--- src/include/cfp_map.svh ---
// Register map, field positions and unprogrammed values of the configuration fuse bank.
// Assumes a classic Wishbone slave with 32-bit data and one register per aligned word.
`ifndef CFP_MAP_SVH
`define CFP_MAP_SVH

// Byte offsets are not all multiples of four, so they serve directly as word indices.
`define CFP_IDX_DEBUG_ISA_STACK 24'h300006
`define CFP_IDX_BLOCK_CODE 24'h300008
`define CFP_IDX_BOOT_EEPROM_CODE 24'h300009
`define CFP_IDX_BLOCK_WRITE 24'h30000a
// Control and status registers of the shadow logic.
`define CFP_IDX_CONTROL 24'h300100
`define CFP_IDX_STATUS 24'h300101
`define CFP_IDX_WIDTH 24

// Field positions in the debug, instruction set and stack byte.
`define CFP_BIT_DEBUG_DIS 7
`define CFP_BIT_EXT_ISA 6
`define CFP_BIT_SINGLE_SUPPLY 2
`define CFP_BIT_STKRST 0
// Field positions in the boot and data EEPROM byte.
`define CFP_BIT_EEPROM 7
`define CFP_BIT_BOOT 6
// Implemented bit masks; every other bit reads as zero.
`define CFP_MASK_DEBUG_ISA_STACK 8'hc5
`define CFP_MASK_BLOCK 8'h0f
`define CFP_MASK_BOOT_EEPROM 8'hc0
// Unprogrammed values.
`define CFP_UNPROG_DEBUG_ISA_STACK 8'h85
`define CFP_UNPROG_BLOCK 8'h0f
`define CFP_UNPROG_BOOT_EEPROM 8'hc0
// Control register bits.
`define CFP_CTRL_PROG_MODE 0
`define CFP_CTRL_ERASE 1
`define CFP_CTRL_RELOAD 2
// Number of protected program blocks.
`define CFP_NUM_BLOCKS 4

`endif

--- src/include/cfp_pkg.sv ---
// Types shared by the configuration fuse bank modules.
// Assumes the map header is included wherever offsets are needed.
package cfp_pkg;

    // Raw fuse bytes as held in the nonvolatile bank.
    typedef struct packed {
        logic [7:0] debugIsaStack;
        logic [7:0] blockCode;
        logic [7:0] bootEepromCode;
        logic [7:0] blockWrite;
    } cfp_fuses_t;

    // Decoded settings applied to the rest of the core.
    typedef struct packed {
        logic debuggerEnable;
        logic sharedPinsGpio;
        logic extendedIsaEnable;
        logic singleSupplyProgEnable;
        logic stackFaultResetEnable;
        logic [3:0] codeGuardBlock;
        logic codeGuardBoot;
        logic codeGuardEeprom;
        logic [3:0] writeGuardBlock;
    } cfp_settings_t;

    // Wishbone request from the master.
    typedef struct packed {
        logic cyc;
        logic stb;
        logic we;
        logic [3:0] sel;
        logic [23:0] adr;
        logic [31:0] dat;
    } cfp_wb_req_t;

endpackage

--- src/design/cfp_decode.sv ---
// Decoder from latched fuse bytes to active-high protection and mode settings.
// Assumes the bytes are stable between resets; output is registered.
`timescale 1ns/1ps
`default_nettype none
`include "cfp_map.svh"

module cfp_decode
    import cfp_pkg::*;
(
    input wire logic clk_sys, // System clock.
    input wire logic rst, // Asynchronous reset, active high.
    input wire cfp_fuses_t fuses, // Latched fuse bytes.
    output cfp_settings_t settings // Decoded settings.
);

    typedef struct packed {
        cfp_settings_t settings;
    } cfp_dec_state_t;

    cfp_dec_state_t state;
    cfp_dec_state_t next_state;

    // Decode each field; a cleared fuse means protection on.
    always_comb
    begin
        next_state = state;
        // [RL1] Debugger off, pins free.
        // [RL2] Debugger on, pins reserved.
        next_state.settings.debuggerEnable = ~fuses.debugIsaStack[`CFP_BIT_DEBUG_DIS];
        next_state.settings.sharedPinsGpio = fuses.debugIsaStack[`CFP_BIT_DEBUG_DIS];
        // [RL3] Extension and indexing on.
        // [RL4] Legacy mode otherwise.
        next_state.settings.extendedIsaEnable = fuses.debugIsaStack[`CFP_BIT_EXT_ISA];
        // [RL5] Single-supply programming select.
        next_state.settings.singleSupplyProgEnable = fuses.debugIsaStack[`CFP_BIT_SINGLE_SUPPLY];
        // [RL6] Stack fault reset on.
        // [RL7] No reset when clear.
        next_state.settings.stackFaultResetEnable = fuses.debugIsaStack[`CFP_BIT_STKRST];
        // [RL10] Boot block guard.
        next_state.settings.codeGuardBoot = ~fuses.bootEepromCode[`CFP_BIT_BOOT];
        // [RL11] EEPROM code guard.
        next_state.settings.codeGuardEeprom = ~fuses.bootEepromCode[`CFP_BIT_EEPROM];
        for (int i = 0; i < `CFP_NUM_BLOCKS; i++)
        begin
            // [RL8] [RL9] Block code guards.
            next_state.settings.codeGuardBlock[i] = ~fuses.blockCode[i];
            // [RL12] [RL13] Block write guards.
            next_state.settings.writeGuardBlock[i] = ~fuses.blockWrite[i];
        end
    end

    // Reset leaves every protection on until the first decode.
    always_ff @(posedge clk_sys or posedge rst)
    begin
        if (rst)
        begin
            state <= '{settings: '{codeGuardBlock: 4'hf, writeGuardBlock: 4'hf,
                codeGuardBoot: 1'b1, codeGuardEeprom: 1'b1, default: 1'b0}};
        end
        else
        begin
            state <= next_state;
        end
    end

    assign settings = state.settings;

endmodule
`default_nettype wire

--- src/design/cfp_fuse_cell.sv ---
// One byte of clearable fuse storage, masked to its implemented bits.
// Assumes the owner issues clear and erase strobes only in programming mode.
`timescale 1ns/1ps
`default_nettype none

module cfp_fuse_cell
(
    input wire logic clk_sys, // System clock.
    input wire logic rst, // Asynchronous reset, active high.
    input wire logic [7:0] implMask, // Implemented bit mask.
    input wire logic [7:0] unprogValue, // Erased value of the byte.
    input wire logic clearEn, // Apply a clear with the data below.
    input wire logic [7:0] clearData, // Bits written as zero are cleared.
    input wire logic eraseEn, // Return the byte to its erased value.
    output logic [7:0] value // Stored byte, unimplemented bits zero.
);

    typedef struct packed {
        logic [7:0] bits;
        logic loaded;
    } cfp_cell_state_t;

    cfp_cell_state_t state;
    cfp_cell_state_t next_state;

    // Clearing only lowers bits, so a clear can never lift a protection; only erase raises them.
    always_comb
    begin
        next_state = state;
        if (!state.loaded || eraseEn)
        begin
            next_state.bits = unprogValue & implMask;
            next_state.loaded = 1'b1;
        end
        else if (clearEn)
        begin
            // [RL15] Clear-only update.
            next_state.bits = state.bits & clearData & implMask;
        end
    end

    // Storage survives the system reset in a real bank; here the first edge loads erased values.
    always_ff @(posedge clk_sys or posedge rst)
    begin
        if (rst)
        begin
            state <= '0;
        end
        else
        begin
            state <= next_state;
        end
    end

    // [RL14] Unimplemented bits read zero.
    assign value = state.bits & implMask;

endmodule
`default_nettype wire

--- src/design/cfp_config_bank.sv ---
// Configuration fuse bank with a classic Wishbone register port.
// Assumes one clock, synchronous bus inputs and a master that holds requests until ack.
//
// Functional notes
// [RL1] Debug field one: debugger off, both shared pins are general I/O.
// [RL2] Debug field zero: debugger on, both shared pins reserved for debug.
// [RL3] Extended field one: instruction extension and indexed addressing on.
// [RL4] Extended field zero: extension and indexing off, legacy mode.
// [RL5] Single-supply programming on when one, off when zero.
// [RL6] Stack field one: stack full or underflow causes reset.
// [RL7] Stack field zero: no reset on stack full or underflow.
// [RL8] Blocks 0 and 1 code-protected when their bit is zero.
// [RL9] Blocks 2 and 3 code-protected when their bit is zero.
// [RL10] Boot block code-protected when bit 6 is zero.
// [RL11] Data EEPROM code-protected when bit 7 is zero.
// [RL12] Blocks 0 and 1 write-protected when their bit is zero.
// [RL13] Blocks 2 and 3 write-protected when their bit is zero.
// [RL14] Unimplemented bits read as zero.
// [RL15] Protection bits readable, clear-only, erased value one.
// [RL16] Programmer keeps block 2 and 3 bits set on small parts.
// [RL17] Fields latched at reset and applied until the next reset; the code also relatches them on a control write with the reload bit.
`timescale 1ns/1ps
`default_nettype none
`include "cfp_map.svh"

module cfp_config_bank
    import cfp_pkg::*;
(
    input wire logic clk_sys, // System clock, 200 MHz.
    input wire logic rst, // Asynchronous reset, active high.
    input wire logic wb_cyc_i, // Wishbone cycle.
    input wire logic wb_stb_i, // Wishbone strobe.
    input wire logic wb_we_i, // Wishbone write enable.
    input wire logic [3:0] wb_sel_i, // Wishbone byte selects.
    input wire logic [23:0] wb_adr_i, // Wishbone word index.
    input wire logic [31:0] wb_dat_i, // Wishbone write data.
    input wire logic stackFull, // Hardware return stack is full.
    input wire logic stackUnderflow, // Hardware return stack underflowed.
    output logic [31:0] wb_dat_o, // Wishbone read data.
    output logic wb_ack_o, // Wishbone acknowledge.
    output logic wb_err_o, // Wishbone error for unmapped index.
    output logic debuggerEnable, // Background debugger active.
    output logic sharedPinsGpio, // Shared port pins a and b free as I/O.
    output logic extendedIsaEnable, // Instruction extension and indexing on.
    output logic singleSupplyProgEnable, // Single-supply programming on.
    output logic stackFaultReset, // Reset request from a stack fault.
    output logic [3:0] codeGuardBlock, // Code protection per program block.
    output logic codeGuardBoot, // Boot block code protection.
    output logic codeGuardEeprom, // Data EEPROM code protection.
    output logic [3:0] writeGuardBlock // Write protection per program block.
);

    // -------------------------------------------------------------------
    // State
    // -------------------------------------------------------------------

    typedef struct packed {
        cfp_fuses_t applied;
        logic latchPending;
        logic progMode;
        logic ack;
        logic err;
        logic [31:0] rdata;
        logic stackReset;
        logic cellsLoaded;
    } cfp_bank_state_t;

    cfp_bank_state_t state;
    cfp_bank_state_t next_state;

    cfp_wb_req_t req;
    cfp_fuses_t stored;
    cfp_settings_t decoded;
    logic writeHit;
    logic [3:0] clearEn;
    logic eraseEn;
    logic [7:0] wrByte;
    logic [31:0] readWord;
    logic mapped;

    assign req = '{cyc: wb_cyc_i, stb: wb_stb_i, we: wb_we_i, sel: wb_sel_i,
        adr: wb_adr_i, dat: wb_dat_i};

    // -------------------------------------------------------------------
    // Fuse storage
    // -------------------------------------------------------------------

    // A write takes effect only in the cycle the ack is raised.
    assign writeHit = req.cyc && req.stb && req.we && !state.ack && !state.err && req.sel[0];
    assign wrByte = req.dat[7:0];
    assign eraseEn = writeHit && (req.adr == `CFP_IDX_CONTROL) && req.dat[`CFP_CTRL_ERASE]
        && state.progMode;

    // Programming of the fuses is only honoured in programming mode.
    always_comb
    begin
        clearEn = '0;
        if (writeHit && state.progMode)
        begin
            clearEn[0] = (req.adr == `CFP_IDX_DEBUG_ISA_STACK);
            clearEn[1] = (req.adr == `CFP_IDX_BLOCK_CODE);
            clearEn[2] = (req.adr == `CFP_IDX_BOOT_EEPROM_CODE);
            clearEn[3] = (req.adr == `CFP_IDX_BLOCK_WRITE);
        end
    end

    // The mode byte is clear-only like the others, so its bits are set again through erase only.
    cfp_fuse_cell u_cell_debug
    (
        .clk_sys(clk_sys),
        .rst(rst),
        .implMask(`CFP_MASK_DEBUG_ISA_STACK),
        .unprogValue(`CFP_UNPROG_DEBUG_ISA_STACK),
        .clearEn(clearEn[0]),
        .clearData(wrByte),
        .eraseEn(eraseEn),
        .value(stored.debugIsaStack)
    );

    cfp_fuse_cell u_cell_block_code
    (
        .clk_sys(clk_sys),
        .rst(rst),
        .implMask(`CFP_MASK_BLOCK),
        .unprogValue(`CFP_UNPROG_BLOCK),
        .clearEn(clearEn[1]),
        .clearData(wrByte),
        .eraseEn(eraseEn),
        .value(stored.blockCode)
    );

    cfp_fuse_cell u_cell_boot_eeprom
    (
        .clk_sys(clk_sys),
        .rst(rst),
        .implMask(`CFP_MASK_BOOT_EEPROM),
        .unprogValue(`CFP_UNPROG_BOOT_EEPROM),
        .clearEn(clearEn[2]),
        .clearData(wrByte),
        .eraseEn(eraseEn),
        .value(stored.bootEepromCode)
    );

    cfp_fuse_cell u_cell_block_write
    (
        .clk_sys(clk_sys),
        .rst(rst),
        .implMask(`CFP_MASK_BLOCK),
        .unprogValue(`CFP_UNPROG_BLOCK),
        .clearEn(clearEn[3]),
        .clearData(wrByte),
        .eraseEn(eraseEn),
        .value(stored.blockWrite)
    );

    // -------------------------------------------------------------------
    // Decode of applied settings
    // -------------------------------------------------------------------

    cfp_decode u_decode
    (
        .clk_sys(clk_sys),
        .rst(rst),
        .fuses(state.applied),
        .settings(decoded)
    );

    // -------------------------------------------------------------------
    // Read mux
    // -------------------------------------------------------------------

    // Reads show the stored bytes, so a programmer can verify before the next reset.
    always_comb
    begin
        readWord = '0;
        mapped = 1'b1;
        unique case (req.adr)
            // [RL15] Fields readable back.
            `CFP_IDX_DEBUG_ISA_STACK: readWord[7:0] = stored.debugIsaStack;
            `CFP_IDX_BLOCK_CODE: readWord[7:0] = stored.blockCode;
            `CFP_IDX_BOOT_EEPROM_CODE: readWord[7:0] = stored.bootEepromCode;
            `CFP_IDX_BLOCK_WRITE: readWord[7:0] = stored.blockWrite;
            `CFP_IDX_CONTROL: readWord[`CFP_CTRL_PROG_MODE] = state.progMode;
            `CFP_IDX_STATUS: readWord[7:0] = {7'h00, state.latchPending};
            default: mapped = 1'b0;
        endcase
    end

    // -------------------------------------------------------------------
    // Bus, latch and stack reset logic
    // -------------------------------------------------------------------

    // Single-cycle answer: ack or err one cycle after the request, dropped the next cycle.
    always_comb
    begin
        next_state = state;
        next_state.ack = 1'b0;
        next_state.err = 1'b0;
        if (req.cyc && req.stb && !state.ack && !state.err)
        begin
            next_state.ack = mapped;
            next_state.err = !mapped;
            next_state.rdata = (mapped && !req.we) ? readWord : '0;
            if (writeHit && req.adr == `CFP_IDX_CONTROL)
            begin
                next_state.progMode = req.dat[`CFP_CTRL_PROG_MODE];
                // A pending latch survives a control write, so the reset latch is never lost.
                next_state.latchPending = req.dat[`CFP_CTRL_RELOAD] || state.latchPending;
            end
        end
        // [RL17] Latch after reset and after a reload request.
        // The cells hold zero until their first edge, so the latch waits for them.
        next_state.cellsLoaded = 1'b1;
        if (state.latchPending && state.cellsLoaded
            && !(writeHit && req.adr == `CFP_IDX_CONTROL))
        begin
            next_state.applied = stored;
            next_state.latchPending = 1'b0;
        end
        // [RL6] Reset on stack fault.
        // [RL7] Gated by the field.
        next_state.stackReset = decoded.stackFaultResetEnable && (stackFull || stackUnderflow);
    end

    // Reset arms the latch; it fires one edge after the cells load their erased values.
    always_ff @(posedge clk_sys or posedge rst)
    begin
        if (rst)
        begin
            state <= '{applied: '{debugIsaStack: `CFP_UNPROG_DEBUG_ISA_STACK,
                blockCode: `CFP_UNPROG_BLOCK, bootEepromCode: `CFP_UNPROG_BOOT_EEPROM,
                blockWrite: `CFP_UNPROG_BLOCK}, latchPending: 1'b1, default: '0};
        end
        else
        begin
            state <= next_state;
        end
    end

    // -------------------------------------------------------------------
    // Outputs
    // -------------------------------------------------------------------

    assign wb_dat_o = state.rdata;
    assign wb_ack_o = state.ack;
    assign wb_err_o = state.err;
    assign debuggerEnable = decoded.debuggerEnable;
    assign sharedPinsGpio = decoded.sharedPinsGpio;
    assign extendedIsaEnable = decoded.extendedIsaEnable;
    assign singleSupplyProgEnable = decoded.singleSupplyProgEnable;
    assign stackFaultReset = state.stackReset;
    assign codeGuardBlock = decoded.codeGuardBlock;
    assign codeGuardBoot = decoded.codeGuardBoot;
    assign codeGuardEeprom = decoded.codeGuardEeprom;
    assign writeGuardBlock = decoded.writeGuardBlock;

endmodule
`default_nettype wire

--- config.mk ---
export PLATFORM = sky130hd
export DESIGN_NAME = cfp_config_bank
export DESIGN_NICKNAME = d
export VERILOG_FILES = /design/src/include/cfp_pkg.sv /design/src/design/cfp_decode.sv /design/src/design/cfp_fuse_cell.sv /design/src/design/cfp_config_bank.sv
export VERILOG_INCLUDE_DIRS = /design/src /design/src/include
export SDC_FILE = /design/constraint.sdc
export NUM_CORES = 1
export LEC_CHECK = 0
export CORE_ASPECT_RATIO = 1.25
export CORE_MARGIN = 4
export CORE_UTILIZATION = 55
export CTS_BUF_LIST = sky130_fd_sc_hd__clkbuf_16
export DETAILED_ROUTE_END_ITERATION = 10
export DONT_BUFFER_PORTS = 1
export PLACE_DENSITY_LB_ADDON = 0.2
export SLEW_MARGIN = 30
export SYNTH_ARGS = -nofsm -noshare
export SYNTH_HDL_FRONTEND = slang
export SYNTH_HIERARCHICAL = 1
export SYNTH_SLANG_ARGS = --single-unit
--- constraint.sdc ---
create_clock -name clk_sys -period 2.7 [get_ports clk_sys]
set_input_delay 0.54 -clock clk_sys [delete_from_list [all_inputs] [get_ports clk_sys]]
set_output_delay 0.54 -clock clk_sys [all_outputs]
set_load 0.02 [all_outputs]
==> Word level (Yosys, flattened, before mapping) <==
Index checks and enable logic that the tools add are counted.
W data, S select, Z words.
{ "totals": {"mem_count": 0, "mem_bits_ro": 0, "ff_bits": 95, "mem_bits_rw": 0, "inputBits": 67, "latch_bits": 0} }
{ "classes": {"div": 0, "n_addsub": 0, "shifts": 0, "magnitude_cmp": 0, "reduce_logical": 39, "muxes": 16, "n_mul": 0, "bitwise_logic": 15, "eq_ne": 6} }
{ "ops": {"columns": ["op", "n"], "rows": [
  ["$eq A24 B22 Y1 const B", 6],
  ["$mux W8", 5],
  ["$mux W36", 1],
  ["$pmux W7 S4", 1],
  ["$mux W4", 5],
  ["$and A8 B8 Y8", 2],
  ["$logic_and A1 B1 Y1", 15],
  ["$reduce_bool A2 Y1", 6],
  ["$not A1 Y1", 11],
  ["$logic_not A1 Y1", 9],
  ["$and A4 B4 Y4", 2],
  ["$logic_or A1 B1 Y1", 6],
  ["$reduce_or A6 Y1", 1],
  ["$pmux W1 S5", 1],
  ["$reduce_and A2 Y1", 2],
  ["$mux W1", 2],
  ["$mux W2", 1]
]} }

==> Depth between registers and ports, before layout <==
Gate-level depths: netlist (run 1).
{ "logic_depth": {"word_depth": 10, "depth_mapped": 8} }

==> Cells and area by module <==
The synthesis (run 1) kept the hierarchy.
{ "modules_own_cells": {"columns": ["mod", "instances", "cells_each", "area_per_inst_um2"], "rows": [
  ["cfp_config_bank", 1, 231, 2596.2],
  ["cfp_fuse_cell", 4, 53, 486.7],
  ["cfp_decode", 1, 27, 432.9]
]} }

==> Worst setup path before layout (run 1) <==
Ideal clock, no wire load.
{ "synth_path": {"kind": "input -> register", "from": "in wb_adr_i[13]", "to": "reg u_cell_block_write/state[4] (netlist name)", "n_path_buf": 1, "arrival_time_ns": 2.873, "required_ns": 2.572, "path_stages": 8, "setup_slack_ns": -0.300, "path_cell_list": "or4_1 > nor4_1 > nand3_1 > nor3_1 > and2b_2 > buf_6 > nand2_1 > o21ai_0"} }
{ "synth_via": {"elab_chain_cells": 6} }
{ "synth_rtl": {"columns": ["item", "line_no", "source"], "rows": [
  ["from (decl)", "cfp_config_bank.sv:35", "input wire logic [23:0] wb_adr_i,"],
  ["$eq A24 B22 Y1 *", null, null],
  ["$logic_and A1 B1 Y1 * (3 in a row)", "cfp_config_bank.sv:91", "assign eraseEn = writeHit && (req.adr == `CFP_IDX_CONTROL) && req.dat[`CFP_CTRL_ERASE]"],
  ["net eraseEn", "cfp_config_bank.sv:76", "logic eraseEn;"],
  ["$logic_or A1 B1 Y1 *", "cfp_fuse_cell.sv:30", "if (!state.loaded || eraseEn)"],
  ["$mux W4 or $reduce_bool A2 Y1 (tied branches)", null, null],
  ["to (signal assigned)", "cfp_fuse_cell.sv:51", "state <= next_state;"],
  ["to (decl)", "cfp_fuse_cell.sv:23", "cfp_cell_state_t state;"]
]} }
The timed path passes the listed nets; every way through them passes the cells marked *.
A chain may end at the register's enable or synchronous reset.

==> Final worst setup path (run 1) <==
{ "layout_path": {"from": "in wb_adr_i[13]", "to": "reg u_cell_debug/state[7] (netlist name)"} }
{ "layout_rtl": {"columns": ["item", "line_no", "source"], "rows": [
  ["$eq A24 B22 Y1", null, null],
  ["$mux W4", "cfp_config_bank.sv:98", "if (writeHit && state.progMode)"],
  ["net clearEn[0]", "cfp_config_bank.sv:75", "logic [3:0] clearEn;"],
  ["$reduce_bool A2 Y1 (no source line)", null, null],
  ["to (signal assigned)", "cfp_fuse_cell.sv:51", null],
  ["to (decl)", "cfp_fuse_cell.sv:23", null]
]} }
The timed path passes the listed nets, and every way through them passes these cells.

==> impl_metrics.toml, run 1 <==
[run_status]
outcome = "finished, final reports clean"

[cts]
clock-sinks = 79
clock_latency_ps = 330
ctsHoldBuffers = 0
clock-root-buffer = "clkbuf_16"
cts_resized = 0
post_cts_buffers = 0
cts_buffers = 9
path_clk_slew_ps = 60
cts_tree = "done"
cts_max_path_buffers = 2
h-tree-depth = 3

[synthesis]
syn_area_um2 = 4320
synth_area_per_cell_um2 = 9.96
postSynthCellCount = 434
yosysWarnings = 6

[timing]
setup_viol = 0
fmax_mhz = 406
hold_viol = 0
layout_min_cycle_time_ps = 2460
hold_slack_ps = 54.7
tightestPinTransition_ps = 759
timing.final.crit_share_pct = 91.2
timing.final.ws_setup_ps = 237
relSlewSlack_pct = 49.3
rsz0062_at_grt = "no"
final.setup_skew_ps = 5.02
slew_violations = 0

[critical_path]
r2r-end = "u_cell_block_write/state[8]"
start_kind = "primary input"
critPathRequiredTime_ps = 2900
rr_worst_depth = 7
r2r_setup_slack_ps = 280
cp.arrival_ps = 2670
critical_path.max_fanout = 6
reg2reg_from = "wb_err_o"
crit_type = "in -> reg"
end_kind = "flip-flop"

[drt]
drtIter0Drc = 177
detail-route-antenna-nets = 0
detail_route.vias_per_cell = 5.12
drc = 0
post_drt_wl_per_cell_um = 15.3
route.vias.total = 3305
firstDrtPassIters = 4
routed_wl_mm = 9.86

[power_and_ir_drop]
p_leak_nw = 2.31
irDropWorstVdd_v = 0.000444
pwr_density_cell_nw_per_um2 = 547

[global_route]
grt_pass1_wl_mm = 16.0
antenna_found_initial = 0
grt_pass1_vias = 3178
grt_overflow = 0
grtUsageTotal_pct = 22.2
grt_max_degree = 21

[finish]
area_delta_synth_final_pct = 16.9
fin_nets = 616
fillers = 603
n_antenna_cell = 0
design_area_um2 = 5050
multiInputGateArea_um2 = 2390
regArea_um2 = 2010
layout-drive-gt1-share_pct = 12.3

[die]
design.core.area_um2 = 7530
fp.dieH_um = 107
fp.dieW_um = 87.3
dieArea_um2 = 9350
fp-row-count = 35
start_util_pct = 57.4
io_pins = 116

[place]
hpwl_mm = 7.66
place_congestion = 0.895
dpl_cell_area_um2 = 4730
pre_cts_ws_ps = -91.4
port_buffers = 0

[flow_run]
max_cap_violations = 0

[hold_path]
hp-class = "in -> async"
[placed cells by master, fill, tap and decap left out, drive strengths merged, types with 4 or more instances in the layout]
cell type,instances
a22oi,7
clkbuf,11
a32oi,12
mux2i,9
nor3b,4
nor2,5
or4,5
nand2b,6
dfstp,24
dfrtp,55
and2,33
nor4,5
nand3,43
nand4,4
buf,18
o41a,7
inv,21
and2b,4
mux2,15
nand2,48
conb,145
o21ai,20
a21boi,20
o2bb2ai,8
[where the power goes]
part / leakage (nW) / switching, mW / total, mW / internal, mW
Sequential: 0.967 / 0.0242 / 1.26 / 1.23
Combinational: 1.17 / 0.153 / 0.222 / 0.0687
Clock: 0.169 / 0.463 / 1.29 / 0.823
Total: 2.31 / 0.640 / 2.76 / 2.12
[through the flow]
step	TNS (ps)	utilization [%]	power, mW	std cells
global placement	0	62.8	1.48	630
CTS	0	67.1	2.78	646
floorplan	0	-	1.49	573
global route	0	67.1	2.87	646
detailed placement	-302	62.8	1.49	630
finish	0	67.1	2.76	646
[how the worst max path moves through the flow]
| stage | startpoint | endpoint |
|---|---|---|
| 4_1_cts | wb_adr_i[13] | u_cell_debug/state[7] |
| 5_1_grt | wb_adr_i[13] | u_cell_debug/state[7] |
| 6_report | wb_adr_i[13] | u_cell_debug/state[7] |
| 3_5_place_dp | wb_adr_i[13] | u_cell_debug/state[7] |
| 3_3_place_gp | wb_adr_i[13] | u_cell_debug/state[7] |
| 2_1_floorplan | wb_adr_i[13] | state[68] |
[per-layer routing]
layer	routed length, um	global-route usage (%)	up-vias
li1	-	-	1590
met1	3840	27.0	1542
met2	4950	37.7	150
met3	812	5.30	23
met4	265	8.00	0
met5	0	0	-
[critical path, cell delays in order]
cell	delay (ps)
or4_1	570
nor4_2	500
buf_4	220
nand3_1	130
nor2_1	170
buf_4	170
a21boi_0	240
o21ai_0	120
[layout make-up]
cell class | count | share of cell area (%)
multi-input combinational | 423 | 47.3
inverter | 18 | 1.34
clock inverter | 5 | 1.04
clock buffer | 11 | 5.45
tap | 92 | 2.28
sequential | 79 | 39.7
timing repair buffer | 18 | 2.92
[sequential cells by signal (all words and copies together) (netlist names), 8 cells and up]
| name | cells |
|---|---|
| u_cell_debug/state | 9 |
| state | 17 |
| u_cell_boot_eeprom/state | 9 |
| wb_dat_o | 8 |
| u_cell_block_code/state | 9 |
| u_decode/settings | 15 |
| u_cell_block_write/state | 9 |
Note: power is estimated with default switching activity, not from simulation.
==> run 2, diff against run 1 <==
--- a/config.mk
+++ b/config.mk
@@ -6,8 +6,9 @@
 export SDC_FILE = /design/constraint.sdc
 export NUM_CORES = 1
 export LEC_CHECK = 0
+export CAP_MARGIN = 20
 export CORE_ASPECT_RATIO = 1.25
-export CORE_MARGIN = 4
+export CORE_MARGIN = 10
 export CORE_UTILIZATION = 55
 export CTS_BUF_LIST = sky130_fd_sc_hd__clkbuf_16
 export DETAILED_ROUTE_END_ITERATION = 10
==> run 2 against run 1 <==
Against the previous run: first-iteration DRC count down 39%; critical path depth down 1; flip-flop and latch count unchanged; non-clock buffer count up 1; final area down 0.54%; utilization down 2.2 points; sequential power about the same; sequential share of layout area up 0.22 points; clock skew up 3.2 ps; register-to-register slack better by 110 ps; combinational power about the same; cell count up 0.62%; critical endpoint is now u_cell_debug/state[6].
==> impl_metrics.toml, run 2 (same netlist as run 1, synthesis figures left out) <==
[hold_path]
hp-class = "in -> async"

[timing]
tightestPinTransition_ps = 738
rsz0062_at_grt = "no"
timing.final.ws_setup_ps = 385
timing.final.crit_share_pct = 85.7
tns_ps = 0
hold_slack_ps = 43.2
fmax_mhz = 432
final.setup_skew_ps = 8.18
hold_viol = 0
relSlewSlack_pct = 50.7
layout_min_cycle_time_ps = 2310
slew_violations = 0
setup_viol = 0

[finish]
n_antenna_cell = 0
fin_nets = 617
largest_reg_flops = 17
final_common_cell = "conb_1"
area_delta_synth_final_pct = 16.3
final_cells = 650
layout_common_cells = "145 x conb_1, 55 x dfrtp_1, 48 x nand2_1, 43 x nand3_1, 33 x and2_1"
design_area_um2 = 5030
layout-drive-gt1-share_pct = 12.4
top_register = "state"

[cts]
clock-sinks = 79
post_cts_buffers = 0
clock_latency_ps = 340
cts_buffers = 9
cts_max_path_buffers = 2
path_clk_slew_ps = 60
cts_resized = 0
ctsHoldBuffers = 0
cts_tree = "done"
clock-root-buffer = "clkbuf_16"
h-tree-depth = 3

[global_route]
grtUsageTotal_pct = 18.0
grt_pass1_vias = 3296
antenna_found_initial = 0
grt_pass1_wl_mm = 17.0
grt_overflow = 0
grt_max_degree = 20

[critical_path]
start_kind = "flip-flop"
crit_start = "wb_err_o"
critical-path-top-delay-family = "simple AND/OR/NAND/NOR gates"
critical_path.max_fanout = 12
end_kind = "flip-flop"
crit_chain = "nor4bb_1 -> nand4_1 -> nor3_2 -> buf_4 -> and2b_2 -> nand2_1 -> o21ai_0"
slowest_stage = "nor4bb_1"
crit_type = "reg -> reg"
crit_buf_inv = 1
cp.arrival_ps = 2520
critPathRequiredTime_ps = 2910
reg2reg_from = "wb_err_o"
cpPeakStageDelay_ps = 500

[power_and_ir_drop]
p_leak_nw = 2.30
pwr_density_cell_nw_per_um2 = 528
irDropWorstVdd_v = 0.000476

[place]
dpl_cell_area_um2 = 4740
dp_cells = 634
place_congestion = 0.892
hpwl_mm = 8.22
pre_cts_ws_ps = 45.0
port_buffers = 0

[die]
dieArea_um2 = 11800
fp-row-count = 36
io_pins = 116
design.core.area_um2 = 7750
fp.dieW_um = 99.3
fp.dieH_um = 119
start_util_pct = 55.8

[run_status]
outcome = "finished, final reports clean"

[drt]
drtIter0Drc = 108
firstDrtPassIters = 4
post_drt_wl_per_cell_um = 15.8
detail_route.vias_per_cell = 4.96
route.vias.total = 3226
drc = 0
detail-route-antenna-nets = 0
routed_wl_mm = 10.3

[flow_run]
max_cap_violations = 0
==> run 2: changes by cell type in the layout (fill, tap and decap cells not counted) <==
cell       change
clkbuf_16      -2
buf_4          +1
clkinv_2       +1
clkinv_4       -1
inv_4          +1
inv_6          +1
==> run 2: per-layer routing <==
| metal | routed length, um | track usage (%) |
|---|---|---|
| met2 | 4960 | 29.2 |
| met5 | 0 | 0 |
| met3 | 917 | 6.36 |
| met1 | 4140 | 20.6 |
| met4 | 276 | 8.62 |
==> run 2: stage by stage <==
stage | util (%) | power [mW]
5_1_grt | 64.9 | 2.75
3_3_place_gp | 61.2 | 1.48
4_1_cts | 64.9 | 2.66
6_report | 64.9 | 2.66
2_1_floorplan | - | 1.49
3_5_place_dp | 61.2 | 1.49
==> run 2: worst paths after layout <==
kind / depth (start not counted) / slack (ps) / endpoint
min in group clk_sys: 1 / 320 / stackFaultReset
max in group asynchronous: 2 / 1800 / state[55]
hold reg to reg: 0 / 370 / u_decode/settings[12]
setup / recovery: 7 / 390 / u_cell_debug/state[6]
hold / removal: 1 / 40 / u_cell_debug/state[3]
setup reg to reg: 7 / 390 / u_cell_debug/state[6]
==> run 2: layout make-up <==
| class | instances | area (um2) |
|---|---|---|
| fillers | 623 | 2720 |
| clock buffers | 9 | 225 |
| clock inverters | 7 | 63.8 |
| well taps | 95 | 119 |
| flip-flops and latches | 79 | 2010 |
| multi-input cells | 423 | 2390 |
| inverters | 18 | 67.6 |
| repair buffers | 19 | 155 |
==> run 2: power breakdown <==
part	leakage [nW]	internal [mW]	switching, mW	total [mW]
sequential	0.967	1.23	0.0234	1.26
clock	0.153	0.711	0.469	1.18
combinational	1.18	0.0687	0.151	0.220
